File: src/serial_mode_pkg.sv
// constants for the serial mode-control block
// assumes an 8-bit special-function register space with 16-bit addresses
package serial_mode_pkg;
    localparam logic [15:0] serial_mode_control_addr  = 16'hff50;
    localparam logic [7:0]  serial_mode_control_reset = 8'h01;
    localparam int          unit_power_enable_pos     = 7;
    localparam int          transmit_enable_bit_pos   = 6;
    localparam int          receive_enable_bit_pos    = 5;
    localparam int          config_msb                = 4;
    localparam int          config_width              = 5;
    localparam int          sfr_addr_width            = 16;
    localparam int          sfr_data_width            = 8;
endpackage

File: src/serial_mode_control_unit.sv
// mode register and enable/reset sequencing for the serial unit
// assumes cpu sfr write/read strobes on clk; datapath uses the enables and resets below
`timescale 1ns/100ps
module serial_mode_control_unit (
    // clock and reset
    input  wire logic                                       clk,
    input  wire logic                                       rst,
    // cpu sfr access
    input  wire logic [serial_mode_pkg::sfr_addr_width-1:0] sfr_addr,
    input  wire logic                                       sfr_wr,
    input  wire logic                                       sfr_bit_op,
    input  wire logic [2:0]                                 sfr_bit_sel,
    input  wire logic [serial_mode_pkg::sfr_data_width-1:0] sfr_wdata,
    output logic      [serial_mode_pkg::sfr_data_width-1:0] sfr_rdata,
    // datapath side
    input  wire logic                                       tx_data_from_core,
    input  wire logic                                       tx_busy,
    output logic                                            unit_clk_en,
    output logic                                            unit_async_rst,
    output logic                                            status_rst,
    output logic                                            tx_sync_rst,
    output logic                                            rx_sync_rst,
    output logic      [serial_mode_pkg::config_width-1:0]   serial_config,
    output logic                                            rx_data_to_core,
    output logic                                            port_mode,
    // pins
    input  wire logic                                       serial_in_pin,
    output logic                                            serial_out_pin
);
    import serial_mode_pkg::*;

    logic [7:0] serial_mode_control;
    logic [7:0] next_serial_mode_control;
    logic       out_level;
    logic       next_out_level;
    logic       rx_sync;
    logic       unit_power_enable;
    logic       transmit_enable_bit;
    logic       receive_enable_bit;
    logic [7:0] next_sfr_rdata;
    logic       next_rx_data;
    wire  [7:0] bit_hit;

    serial_pin_sync u_rx_sync (
        .clk   (clk),
        .rst   (rst),
        .pin   (serial_in_pin),
        .level (rx_sync)
    );

    assign unit_power_enable   = serial_mode_control[unit_power_enable_pos];
    assign transmit_enable_bit = serial_mode_control[transmit_enable_bit_pos];
    assign receive_enable_bit  = serial_mode_control[receive_enable_bit_pos];

    // one-hot decode of the bit index used by single-bit writes
    for (genvar g = 0; g < 8; g++) begin : g_bit_hit
        assign bit_hit[g] = (sfr_bit_sel == 3'(g));
    end

    // register write path, byte or single bit
    always_comb begin
        next_serial_mode_control = serial_mode_control;
        if (sfr_wr && sfr_addr == serial_mode_control_addr) begin
            if (sfr_bit_op) begin
                // read-modify-write of one bit; the other seven keep their value
                next_serial_mode_control = (serial_mode_control & ~bit_hit)
                                         | ({8{sfr_wdata[0]}} & bit_hit);
            end else begin
                next_serial_mode_control = sfr_wdata;
            end
        end
    end

    always_ff @(posedge clk or posedge rst) begin
        if (rst) begin
            serial_mode_control <= serial_mode_control_reset;
        end else begin
            serial_mode_control <= next_serial_mode_control;
        end
    end

    // read data leaves on a flop, one cycle after the address; unmapped reads give zero
    always_comb begin
        if (sfr_addr == serial_mode_control_addr) begin
            next_sfr_rdata = serial_mode_control;
        end else begin
            next_sfr_rdata = 8'h00;
        end
    end

    always_ff @(posedge clk or posedge rst) begin
        if (rst) begin
            sfr_rdata <= 8'h00;
        end else begin
            sfr_rdata <= next_sfr_rdata;
        end
    end

    // power gating and resets; datapath flops use unit_async_rst as an async clear
    assign unit_clk_en    = unit_power_enable;
    assign unit_async_rst = ~unit_power_enable;
    assign status_rst     = ~unit_power_enable;
    // relies on software order, but a dropped power bit still clears both paths
    assign tx_sync_rst    = ~transmit_enable_bit | ~unit_power_enable;
    assign rx_sync_rst    = ~receive_enable_bit | ~unit_power_enable;
    assign port_mode      = ~(unit_power_enable | transmit_enable_bit | receive_enable_bit);
    assign serial_config  = serial_mode_control[config_msb:0];

    // internal input forced high while powered down; a third flop after the
    // synchroniser keeps the core's view glitch-free when the power bit drops
    always_comb begin
        if (unit_power_enable) begin
            next_rx_data = rx_sync;
        end else begin
            next_rx_data = 1'b1;
        end
    end

    always_ff @(posedge clk or posedge rst) begin
        if (rst) begin
            rx_data_to_core <= 1'b1;
        end else begin
            rx_data_to_core <= next_rx_data;
        end
    end

    // registered line level; idle high outside transmission
    always_comb begin
        if (unit_power_enable && transmit_enable_bit) begin
            next_out_level = tx_data_from_core;
        end else begin
            next_out_level = 1'b1;
        end
    end

    always_ff @(posedge clk or posedge rst) begin
        if (rst) begin
            out_level <= 1'b1;
        end else begin
            out_level <= next_out_level;
        end
    end

    assign serial_out_pin = out_level;

    // power-down and power-on behaviour
    a_power_off_line: assert property (@(posedge clk) disable iff (rst)
        !unit_power_enable |=> serial_out_pin)
        else $error("output line not high after power off");
    a_busy_power_off: assert property (@(posedge clk) disable iff (rst)
        tx_busy && !unit_power_enable |=> serial_out_pin)
        else $error("line not high when power dropped during transmission");
    a_power_off_rx: assert property (@(posedge clk) disable iff (rst)
        !unit_power_enable |=> rx_data_to_core)
        else $error("internal input not forced high after power off");
    a_power_off_unit: assert property (@(posedge clk) disable iff (rst)
        !unit_power_enable |-> unit_async_rst && !unit_clk_en)
        else $error("power off did not stop clock or reset unit");
    a_power_on_unit: assert property (@(posedge clk) disable iff (rst)
        unit_power_enable |-> unit_clk_en && !unit_async_rst && !status_rst)
        else $error("unit held in reset while powered");
    a_status_reset: assert property (@(posedge clk) disable iff (rst)
        !unit_power_enable |-> status_rst)
        else $error("status registers not reset with power off");

    // enables, line and stop mode
    a_tx_reset: assert property (@(posedge clk) disable iff (rst)
        !transmit_enable_bit |-> tx_sync_rst ##1 serial_out_pin)
        else $error("transmit not reset when disabled");
    a_rx_reset: assert property (@(posedge clk) disable iff (rst)
        !receive_enable_bit |-> rx_sync_rst)
        else $error("receive not reset when disabled");
    a_line_follow: assert property (@(posedge clk) disable iff (rst)
        unit_power_enable && transmit_enable_bit |=> serial_out_pin == $past(tx_data_from_core))
        else $error("output line does not follow transmit data");
    a_rx_follow: assert property (@(posedge clk) disable iff (rst)
        unit_power_enable |=> rx_data_to_core == $past(rx_sync))
        else $error("internal input does not follow pin while powered");
    a_stop_mode: assert property (@(posedge clk) disable iff (rst)
        port_mode == (serial_mode_control[7:5] == 3'b000))
        else $error("stop mode mismatch");

    // register access
    a_byte_write: assert property (@(posedge clk) disable iff (rst)
        sfr_wr && !sfr_bit_op && sfr_addr == serial_mode_control_addr
        |=> serial_mode_control == $past(sfr_wdata))
        else $error("byte write not stored");
    a_bit_write: assert property (@(posedge clk) disable iff (rst)
        sfr_wr && sfr_bit_op && sfr_addr == serial_mode_control_addr
        |=> serial_mode_control[$past(sfr_bit_sel)] == $past(sfr_wdata[0]))
        else $error("bit write not stored");
    a_bit_others: assert property (@(posedge clk) disable iff (rst)
        sfr_wr && sfr_bit_op && sfr_addr == serial_mode_control_addr
        |=> ((serial_mode_control ^ $past(serial_mode_control))
             & ~(8'h01 << $past(sfr_bit_sel))) == 8'h00)
        else $error("bit write disturbed other bits");
    a_config_pass: assert property (@(posedge clk) disable iff (rst)
        sfr_wr && !sfr_bit_op && sfr_addr == serial_mode_control_addr
        |=> serial_config == $past(sfr_wdata[4:0]))
        else $error("config bits not passed through");
    a_other_addr: assert property (@(posedge clk) disable iff (rst)
        sfr_wr && sfr_addr != serial_mode_control_addr |=> $stable(serial_mode_control))
        else $error("write to other address changed mode register");
    a_hold_no_write: assert property (@(posedge clk) disable iff (rst)
        !sfr_wr |=> $stable(serial_mode_control))
        else $error("mode register changed without a write");
    a_read_data: assert property (@(posedge clk) disable iff (rst)
        sfr_addr == serial_mode_control_addr |=> sfr_rdata == $past(serial_mode_control))
        else $error("read data does not show mode register");
    a_read_unmapped: assert property (@(posedge clk) disable iff (rst)
        sfr_addr != serial_mode_control_addr |=> sfr_rdata == 8'h00)
        else $error("unmapped read not zero");
endmodule // serial_mode_control_unit

File: src/serial_pin_sync.sv
// two-stage synchroniser for the serial input pin
// assumes the pin is asynchronous to clk
`timescale 1ns/100ps
module serial_pin_sync (
    // clock and reset
    input  wire logic clk,
    input  wire logic rst,
    // pin and synchronised level
    input  wire logic pin,
    output logic      level
);
    logic meta;
    logic next_meta;
    logic next_level;

    always_comb begin
        next_meta  = pin;
        next_level = meta;
    end

    // idle line is high, so reset to high
    always_ff @(posedge clk or posedge rst) begin
        if (rst) begin
            meta  <= 1'b1;
            level <= 1'b1;
        end else begin
            meta  <= next_meta;
            level <= next_level;
        end
    end
endmodule // serial_pin_sync

File: config.mk
export PLATFORM = sky130hd
export DESIGN_NAME = serial_mode_control_unit
export DESIGN_NICKNAME = d
export VERILOG_FILES = /design/src/serial_mode_pkg.sv /design/src/serial_mode_control_unit.sv /design/src/serial_pin_sync.sv
export SDC_FILE = /design/constraint.sdc
export NUM_CORES = 1
export LEC_CHECK = 0
export ABC_AREA = 1
export BUFFER_PORTS_ARGS = -buffer_cell sky130_fd_sc_hd__buf_2
export CAP_MARGIN = 20
export CORE_MARGIN = 3
export CORE_UTILIZATION = 49
export CTS_CLUSTER_DIAMETER = 80
export DETAILED_ROUTE_END_ITERATION = 8
export PLACE_DENSITY = 0.84
export SLEW_MARGIN = 30
export SYNTH_ARGS = -nofsm -noshare
export SYNTH_HDL_FRONTEND = slang
export SYNTH_SLANG_ARGS = --single-unit
File: constraint.sdc
create_clock -name clk -period 1.4 [get_ports clk]
set_input_delay 0.28 -clock clk [delete_from_list [all_inputs] [get_ports clk]]
set_output_delay 0.28 -clock clk [all_outputs]
set_load 0.01 [all_outputs]
==> results.tsv, run 1 <==
stage	metric	value	unit
worst_setup_path	reg2reg_to	rx_data_to_core	
sta	min_period_over_period	95.69	%
routing	vias	1082	
placed_design	place_ws	0.09696	ns
sta	hold_viol_final	0	
cts	clk_latency	0.29	ns
routing	viasPerCell	4.746	
routing	drt_iter0_drc	23	
final_layout	layout-drive-gt1-share	38.31	%
floorplan	core.rowCount	16	
floorplan	pin_count	55	
final_layout	area_delta_synth_final	24.42	%
worst_setup_path	crit_required	1.12	ns
grt	grt_usage	18.72	%
final_layout	fillers	188	
power	ir_drop	0.4552	mV
cts	cts_root_buffer	clkbuf_4	
synthesis	synth_area	0.001132	sq mm
final_layout	multiInputGateArea	474.2	sq um
synthesis	ys_types	19	
power	power_frac_clock	30.6	%
final_layout	mostFrequentLayoutCells	53 x buf_2, 45 x nand2_1, 18 x inv_1	
synthesis	synthAdderAreaFrac	0	%
worst_setup_path	cp.arrival	1.06	ns
worst_setup_path	crit_path_end_kind	primary output	
sta	maxSlewViolCount	0	
flow_run	cap_violations	0	
cts	clkSinkCount	20	
final_layout	regArea	506.7	sq um
synthesis	syn_avg_cell_area	7.450	sq um
grt	antenna_found_initial	0	
cts	hold_buffers	1	
power	switching_share	23.34	%
sta	min_period	1.340	ns
grt	grt_max_degree	21	
synthesis	synth_mux_area_share	0	%
cts	ctsHtreeMaxLevel	1	
power	internal_power	0.7972	mW
sta	maxSlewHeadroom	78.06	%
sta	worst_slack	0.06030	ns
synthesis	synth_simple_gate_area_share	39.01	%
grt	grt-ovfl-total	0	
sta	setup_viol	0	
sta	tightest_slew	0.3281	ns
sta	setup-tns-final	0	ns
outcome	status	finished clean	
synthesis	synthXorXnorAreaFrac	0	%
final_layout	layout_commonest_cell	buf_2	
synthesis	netlist_instances	152	
worst_setup_path	worstPathMaxFanout	4	
floorplan	core-area	0.002082	sq mm
placed_design	port-buffer-count	53	
synthesis	yosysSeqAreaShare	44.75	%
power	p_seq_share	56.1	%
synthesis	ys_seq_elements	20	
power	p_leak	0.7652	nW
power	fin_total_pwr	1.040	mW
power	powerDensity	738.1	mW/mm^2
final_layout	nets	236	
final_layout	antenna_cells	0	
floorplan	chipHeight	54.07	microns
synthesis	synth_compound_area_share	2.873	%
routing	drt-pass1-iter-count	4	
cts	cts_setup_buffers	0	
routing	drc	0	
routing	ant_nets	0	
worst_setup_path	crit_type	flop to primary output	
sta	rsz0062_at_grt	false	
sta	max_freq	746.4	MHz
worst_setup_path	critPathCapture	port_mode	
worst_setup_path	start_kind	flop	
floorplan	die_x	54.07	microns
sta	skew	0.005815	ns
grt	grt_pass1_wl	3.967	mm
synthesis	yosys_warnings	0	
synthesis	syn_nets	186	
worst_hold_path	hold_class	input port to flop	
floorplan	start_util	54.39	%
synthesis	synth_top_family_by_area	simple AND/OR/NAND/NOR gates	
cts	clk_path_buf_depth	2	
power	power_frac_comb	13.2	%
placed_design	post-dp-hpwl	2.022	mm
placed_design	gp_congestion	0.8151	
grt	grt_pass1_vias	1009	
routing	drt_wl_total	2.430	mm
floorplan	die_area	0.002924	sq mm
cts	cts_buffers	3	
worst_setup_path	reg2reg_slack	0.51	ns
worst_setup_path	worst-r2r-cell-count	2	
routing	wl_per_cell	10.66	microns
cts	cts_tree	yes	
power	p_switching	0.2427	mW
cts	cts.clk_slew.worst_paths	0.11	ns
cts	post_cts_resized	0	
## area by class of cell
| cell class | count | area share, % |
|---|---|---|
| inverters | 20 | 5.329 |
| flip-flops and latches | 20 | 35.97 |
| clock buffers | 4 | 2.575 |
| repair buffers | 55 | 20.07 |
| well taps | 27 | 2.398 |
| multi-input cells | 102 | 33.66 |
## routing by layer
metal / wire length, microns / vias up / GRT usage [%]
li1: - / 566 / -
met1: 1007 / 472 / 20.21
met2: 1215 / 42 / 34.88
met3: 183 / 2 / 2.770
met4: 25 / 0 / 9.544
met5: 0 / - / 0
## through the flow
step                      util [%]  std cells  hold slack [ns]  instance area (sq um)
after floorplan                  -        152           0.2401                   1132
after global placement       65.44        223           0.3024                   1363
after detailed placement     65.44        223           0.3124                   1363
after CTS                    67.67        228          0.06015                   1409
after global routing         67.67        228          0.04983                   1409
final                        67.67        228          0.07335                   1409
## power groups by stage
stage          logic (mW)  registers, mW  clock network, mW
2_1_floorplan      0.0754          0.594                  0
3_3_place_gp        0.129          0.594                  0
3_5_place_dp        0.135          0.595                  0
4_1_cts             0.137          0.584              0.329
5_1_grt             0.158          0.584              0.359
6_report            0.137          0.584              0.319
## critical path, cell delays in order (launching register included)
cell and delay [ns]:
dfrtp_1 0.43, nor3_1 0.18, buf_2 0.15
## synth_stat cells
cell       n  area [sq um]
nor2_2     3         18.77
buf_6      2         22.52
buf_2      1         5.000
or2_2      2         12.51
nor2_1    15         56.30
nand4_1    9         56.30
nand2_1   45         168.9
nor2_4     2         22.52
buf_4      6         45.04
dfrtp_1   15         375.4
inv_2      2         7.510
clkbuf_1   1         3.750
nand3_1   14         70.07
nor3_1     1         5.000
dfstp_2    5         131.4
nand2_2    5         31.28
a21boi_0   1         7.510
o21ai_0    5         25.02
inv_1     18         67.56
## worst min-delay path by stage
stage | from | end | cells after the start
2_1_floorplan | rst | asynchronous set/reset pin | 1
3_3_place_gp | rst | sfr_rdata[2] | 3
3_5_place_dp | rst | sfr_rdata[4] | 3
4_1_cts | serial_in_pin | u_rx_sync.meta | 1
5_1_grt | serial_in_pin | u_rx_sync.meta | 1
6_report | serial_in_pin | u_rx_sync.meta | 1
## kinds of logic (layout without fill, tap and decap cells)
group	after synthesis	after routing
buffers and inverters	30	79
AND/OR/NAND/NOR	96	96
flip-flops	20	20
AO/OA/AOI/OAI	6	6
No activity file was read; power rests on OpenSTA's default activity.
==> run 2, diff against run 1 <==
--- a/config.mk
+++ b/config.mk
@@ -12,7 +12,9 @@
 export CORE_UTILIZATION = 49
 export CTS_CLUSTER_DIAMETER = 80
 export DETAILED_ROUTE_END_ITERATION = 8
+export GPL_ROUTABILITY_DRIVEN = 1
 export PLACE_DENSITY = 0.84
+export RECOVER_POWER = 25
 export SLEW_MARGIN = 30
 export SYNTH_ARGS = -nofsm -noshare
 export SYNTH_HDL_FRONTEND = slang
==> run 2 against run 1 <==
Critical endpoint unchanged. Non-clock buffer count unchanged. Core utilization decreased by 0.12 points. Largest power group unchanged. Combinational power about the same.
==> results.tsv, run 2 (synthesis gave the netlist of run 1 again) <==
stage	metric	value	unit	change
cts	clkSinkCount	20		unchanged
flow_run	cap_violations	0		unchanged
cts	ctsHtreeMaxLevel	1		unchanged
worst_setup_path	worstPathMaxFanout	4		unchanged
grt	grt_pass1_wl	3.967	mm	unchanged
power	power_frac_comb	13.1	%	about the same
outcome	status	finished clean		
placed_design	port-buffer-count	53		unchanged
worst_setup_path	crit_cells	2		unchanged
routing	viasPerCell	4.754		+0.18%
placed_design	dp.cells	223		unchanged
floorplan	pin_count	55		unchanged
worst_setup_path	crit_path_end_kind	primary output		
routing	drc	0		unchanged
cts	cts_buffers	3		unchanged
routing	drt-pass1-iter-count	4		unchanged
final_layout	multiInputGateArea	474.2	sq um	unchanged
final_layout	area_delta_synth_final	24.20	%	
placed_design	gp_congestion	0.8151		unchanged
routing	vias	1084		+0.18%
worst_setup_path	start_kind	flop		
power	p_switching	0.2427	mW	about the same
worst_setup_path	worst-r2r-cell-count	2		unchanged
grt	antenna_found_initial	0		unchanged
power	ir_drop	0.4550	mV	about the same
worst_setup_path	slowest_stage	dfrtp_1		
worst_setup_path	reg2reg_slack	0.51	ns	about the same
floorplan	start_util	54.39	%	unchanged
sta	hold_viol_final	0		unchanged
final_layout	regArea	506.7	sq um	unchanged
grt	grt_max_degree	21		unchanged
cts	post_cts_resized	0		unchanged
worst_setup_path	reg2reg_to	rx_data_to_core		
power	p_seq_share	56.2	%	about the same
sta	maxSlewHeadroom	68.31	%	-9.7 points
sta	tightest_slew	0.4753	ns	+0.1472 ns
worst_setup_path	crit_type	flop to primary output		
sta	setup-tns-final	0	ns	unchanged
grt	grt-ovfl-total	0		unchanged
floorplan	die_area	0.002924	sq mm	unchanged
final_layout	layout-drive-gt1-share	38.31	%	unchanged
worst_setup_path	path_cells	nor3_1 -> buf_2		
worst_setup_path	cp.arrival	1.06	ns	about the same
power	internal_power	0.7962	mW	-0.12%
routing	drt_iter0_drc	23		unchanged
routing	drt_wl_total	2.427	mm	-0.12%
worst_setup_path	critical_path.max_stage_delay	0.43	ns	about the same
cts	clk_path_buf_depth	2		unchanged
sta	rsz0062_at_grt	false		
sta	max_freq	746.4	MHz	unchanged
worst_setup_path	cpLargestDelayFamily	flip-flops		
floorplan	chipHeight	54.07	microns	unchanged
sta	min_period	1.340	ns	unchanged
cts	cts_root_buffer	clkbuf_4		
sta	maxSlewViolCount	0		unchanged
grt	grt_usage	18.72	%	unchanged
routing	wl_per_cell	10.64	microns	-0.12%
final_layout	nets	236		unchanged
worst_hold_path	hold_class	input port to flop		
worst_setup_path	path_buf_inv	1		unchanged
floorplan	core.rowCount	16		unchanged
final_layout	layout_commonest_cell	buf_2		
sta	setup_viol	0		unchanged
grt	grt_pass1_vias	1009		unchanged
floorplan	die_x	54.07	microns	unchanged
worst_setup_path	crit_required	1.12	ns	about the same
placed_design	post-dp-hpwl	2.022	mm	unchanged
final_layout	mostFrequentLayoutCells	53 x buf_2, 45 x nand2_1, 18 x inv_1		
final_layout	fillers	189		+0.53%
sta	min_period_over_period	95.69	%	unchanged
cts	cts_tree	yes		
cts	clk_latency	0.29	ns	about the same
final_layout	antenna_cells	0		unchanged
routing	ant_nets	0		unchanged
worst_setup_path	critPathCapture	port_mode		
power	p_leak	0.7645	nW	about the same
power	powerDensity	738.7	mW/mm^2	about the same
cts	cts.clk_slew.worst_paths	0.11	ns	about the same
power	power_frac_clock	30.7	%	about the same
sta	skew	0.005815	ns	unchanged
final_layout	instances_no_fill	228		unchanged
power	switching_share	23.36	%	about the same
floorplan	core-area	0.002082	sq mm	unchanged
==> run 2: metal layers <==
layer / GRT usage (%) / vias up / share of wire [%]
li1: - / 566 / -
met1: 20.21 / 474 / 41
met2: 34.88 / 42 / 50
met3: 2.770 / 2 / 7.5
met4: 9.544 / 0 / 1.0
met5: 0 / - / 0
==> run 2: worst register-to-register path: stages (launching register included) <==
cell and delay, ns:
dfrtp_1 0.44, inv_1 0.11, or2_2 0.28
==> run 2: worst min-delay path by stage <==
| stage | slack [ns] | start | depth (start not counted) | end |
|---|---|---|---|---|
| global placement | 0.30 | rst | 3 | sfr_rdata[2] |
| floorplan | 0.24 | rst | 1 | asynchronous set/reset pin |
| finish | 0.07 | serial_in_pin | 1 | u_rx_sync.meta |
| global route | 0.05 | serial_in_pin | 1 | u_rx_sync.meta |
| CTS | 0.06 | serial_in_pin | 1 | u_rx_sync.meta |
| detailed placement | 0.31 | rst | 3 | sfr_rdata[4] |
==> run 2: repair_timing <==
action                                 4_1_cts  5_1_grt
endpoints found under the hold margin       15        0
buffers inserted                             0        0
hold buffers                                 1        0
==> run 2: power by group through the flow <==
stage	combinational [mW]	sequential [mW]	clock [mW]
finish	0.136	0.584	0.319
global placement	0.129	0.594	0
floorplan	0.0754	0.594	0
global route	0.157	0.584	0.359
detailed placement	0.135	0.595	0
CTS	0.137	0.584	0.329
==> run 2: per-stage QoR <==
stage / hold WS (ns) / instance area [sq um] / total power, mW / utilization, % / setup slack (ns)
4_1_cts: 0.06015 / 1409 / 1.051 / 67.67 / 0.05730
3_3_place_gp: 0.3024 / 1363 / 0.7233 / 65.44 / 0.1578
3_5_place_dp: 0.3124 / 1363 / 0.7297 / 65.44 / 0.09696
2_1_floorplan: 0.2401 / 1132 / 0.6696 / - / 0.3175
6_report: 0.07335 / 1406 / 1.039 / 67.55 / 0.06030
5_1_grt: 0.04983 / 1406 / 1.100 / 67.55 / 0.004234
==> run 2: final cells by class <==
type                            count  area share (%)
Clock buffer                        4           2.580
Inverter                           20           5.338
Multi-Input combinational cell    102           33.72
Sequential cell                    20           36.03
Tap cell                           27           2.402
Timing Repair Buffer               55           19.93
==> run 3, diff against run 2 <==
==> constraint.sdc (replaced) <==
create_clock -name clk -period 1.4 [get_ports clk]
set_input_delay 0.28 -clock clk [delete_from_list [all_inputs] [get_ports clk]]
set_output_delay 0.28 -clock clk [all_outputs]
set_load 0.1 [all_outputs]
==> run 3 against run 2 <==
The run now ends with negative setup slack left. Clock skew fell by 0.0030 ns. Die area unchanged. Routed wire length is 17% higher. Non-clock buffer count up 2. Setup slack lost 0.14 ns. Via count is 2.7% higher. Cell count increased by 0.88%. Clock power is 13% lower. Sequential share of layout area shrank 4.1 points. Register-to-register slack got worse by 0.40 ns. Critical endpoint unchanged. Largest cell class unchanged.
==> results.tsv, run 3 (synthesis gave the netlist of run 1 again) <==
stage	metric	value	unit	change
outcome	status	finished, violations left		
outcome	violations	negative setup slack		
cts	cts_buffers	3		unchanged
floorplan	start_util	54.39	%	unchanged
cts	cts.clk_slew.worst_paths	0.10	ns	about the same
sta	max_freq	673.7	MHz	-9.7%
placed_design	port-buffer-count	53		unchanged
sta	hold_viol_final	0		unchanged
final_layout	area_delta_synth_final	41.33	%	
sta	maxSlewViolCount	0		unchanged
final_layout	nets	238		+0.85%
routing	drt_wl_total	2.831	mm	+17%
floorplan	die_x	54.07	microns	unchanged
flow_run	cap_violations	0		unchanged
sta	rsz0062_at_grt	true		
worst_setup_path	cp.arrival	1.20	ns	+0.14 ns
worst_setup_path	worstPathMaxFanout	6		+2
worst_hold_path	min_from	serial_in_pin		
grt	grt-ovfl-total	0		unchanged
sta	min_period_over_period	106.0	%	+10 points
worst_setup_path	slowest_stage	dfrtp_4		
floorplan	core-area	0.002082	sq mm	unchanged
placed_design	place_ws	0.06402	ns	-0.03294 ns
placed_design	dp.cells	223		unchanged
power	fin_total_pwr	1.000	mW	-3.7%
final_layout	layout_commonest_cell	nand2_1		
power	powerDensity	625.2	mW/mm^2	-15%
power	p_seq_share	58.4	%	+2.2 points
routing	wl_per_cell	12.31	microns	+16%
power	power_frac_comb	13.8	%	+0.7 points
power	ir_drop	0.4367	mV	-4.0%
grt	grt_max_degree	21		unchanged
grt	antenna_found_initial	0		unchanged
final_layout	stdcell_area	0.001600	sq mm	+14%
cts	ctsHtreeMaxLevel	1		unchanged
worst_hold_path	hold_path_depth	1		unchanged
sta	min_period	1.484	ns	+0.1447 ns
cts	cts_tree	yes		
floorplan	pin_count	55		unchanged
final_layout	fillers	143		-24%
final_layout	instances_no_fill	230		+0.88%
cts	clk_latency	0.30	ns	about the same
sta	setup_viol	6		+6
sta	skew	0.002770	ns	-0.003045 ns
cts	clk_path_buf_depth	2		unchanged
final_layout	layout-drive-gt1-share	40.89	%	+2.6 points
worst_setup_path	path_cells	nor3_4 -> buf_12		
cts	clkSinkCount	20		unchanged
grt	grt_usage	21.14	%	+2.4 points
sta	worst_slack	-0.08439	ns	-0.1447 ns
floorplan	core.rowCount	16		unchanged
grt	grt_pass1_vias	983		-2.6%
routing	viasPerCell	4.839		+1.8%
worst_setup_path	crit_required	1.12	ns	about the same
routing	drt-pass1-iter-count	4		unchanged
worst_setup_path	critical_path.max_stage_delay	0.54	ns	+0.11 ns
placed_design	post-dp-hpwl	2.286	mm	+13%
grt	grt_pass1_wl	4.333	mm	+9.2%
routing	drt_iter0_drc	13		-43%
final_layout	mostFrequentLayoutCells	44 x nand2_1, 40 x buf_2, 17 x inv_1		
sta	maxSlewHeadroom	31.60	%	-37 points
routing	drc	0		unchanged
placed_design	gp_congestion	0.7982		-2.1%
placed_design	placed_cell_area	0.001549	sq mm	+14%
final_layout	antenna_cells	0		unchanged
worst_setup_path	start_kind	flop		
sta	tightest_slew	1.026	ns	+0.5507 ns
floorplan	die_area	0.002924	sq mm	unchanged
worst_setup_path	crit_path_end_kind	primary output		
routing	ant_nets	0		unchanged
routing	vias	1113		+2.7%
power	power_frac_clock	27.9	%	-2.8 points
power	internal_power	0.7470	mW	-6.2%
power	p_switching	0.2534	mW	+4.4%
power	p_leak	0.8364	nW	+9.4%
worst_setup_path	worst-r2r-cell-count	4		+2
cts	cts_root_buffer	clkbuf_4		
cts	hold_buffers	0		-1
worst_hold_path	hold_class	input port to flop		
power	switching_share	25.33	%	+2.0 points
worst_setup_path	crit_type	flop to primary output		
floorplan	chipHeight	54.07	microns	unchanged
==> run 3: area by class of cell <==
type / instances / area, sq um / area share [%]
Multi-Input combinational cell: 102 / 488.0 / 30.49
Sequential cell: 20 / 511.7 / 31.98
Tap cell: 27 / 33.78 / 2.111
Inverter: 20 / 78.83 / 4.926
Timing Repair Buffer: 57 / 461.7 / 28.85
Clock buffer: 4 / 26.28 / 1.642
==> run 3: power by group through the flow <==
| stage | sequential [mW] | combinational [mW] | clock, mW |
|---|---|---|---|
| after floorplan | 0.594 | 0.0757 | 0 |
| after global placement | 0.594 | 0.129 | 0 |
| after detailed placement | 0.595 | 0.139 | 0 |
| after CTS | 0.584 | 0.139 | 0.285 |
| after global routing | 0.584 | 0.155 | 0.313 |
| final | 0.584 | 0.138 | 0.279 |
==> run 3: final timing paths <==
path	to	slack, ns
hold / removal	u_rx_sync.meta	0.07
min in group asynchronous	sfr_rdata[2]	0.28
max in group asynchronous	asynchronous set/reset pin	0.38
setup reg to reg	rx_data_to_core	0.11
setup / recovery	port_mode	-0.08
hold reg to reg	u_rx_sync.level	0.36
==> run 3: critical path: cells and delay by family (launching register included) <==
family	cells	cell delay (ns)
buffers and inverters	1	0.20
AND/OR/NAND/NOR	1	0.17
flip-flops	1	0.54
==> run 3: per-layer routing <==
metal  global-route usage [%]  vias up  wire length [microns]
li1                         -      572                      -
met1                    22.22      496                   1102
met2                    41.33       41                   1523
met3                    3.601        4                    166
met4                    7.469        0                     39
met5                        0        -                      0
==> run 3: through the flow <==
| step | utilization (%) | hold slack, ns | TNS (ns) |
|---|---|---|---|
| 6_report | 76.86 | 0.06868 | -0.2807 |
| 4_1_cts | 76.98 | 0.0009763 | -0.3228 |
| 3_5_place_dp | 74.40 | 0.3299 | 0 |
| 5_1_grt | 76.86 | 0.04886 | -0.5344 |
| 2_1_floorplan | - | 0.2401 | -1.592 |
| 3_3_place_gp | 74.40 | 0.3038 | 0 |
==> run 3: what timing repair did <==
item	CTS	global route
pin swaps	0	0
endpoints found under the setup margin	7	6
setup buffers	3	0
gates resized for setup	2	1
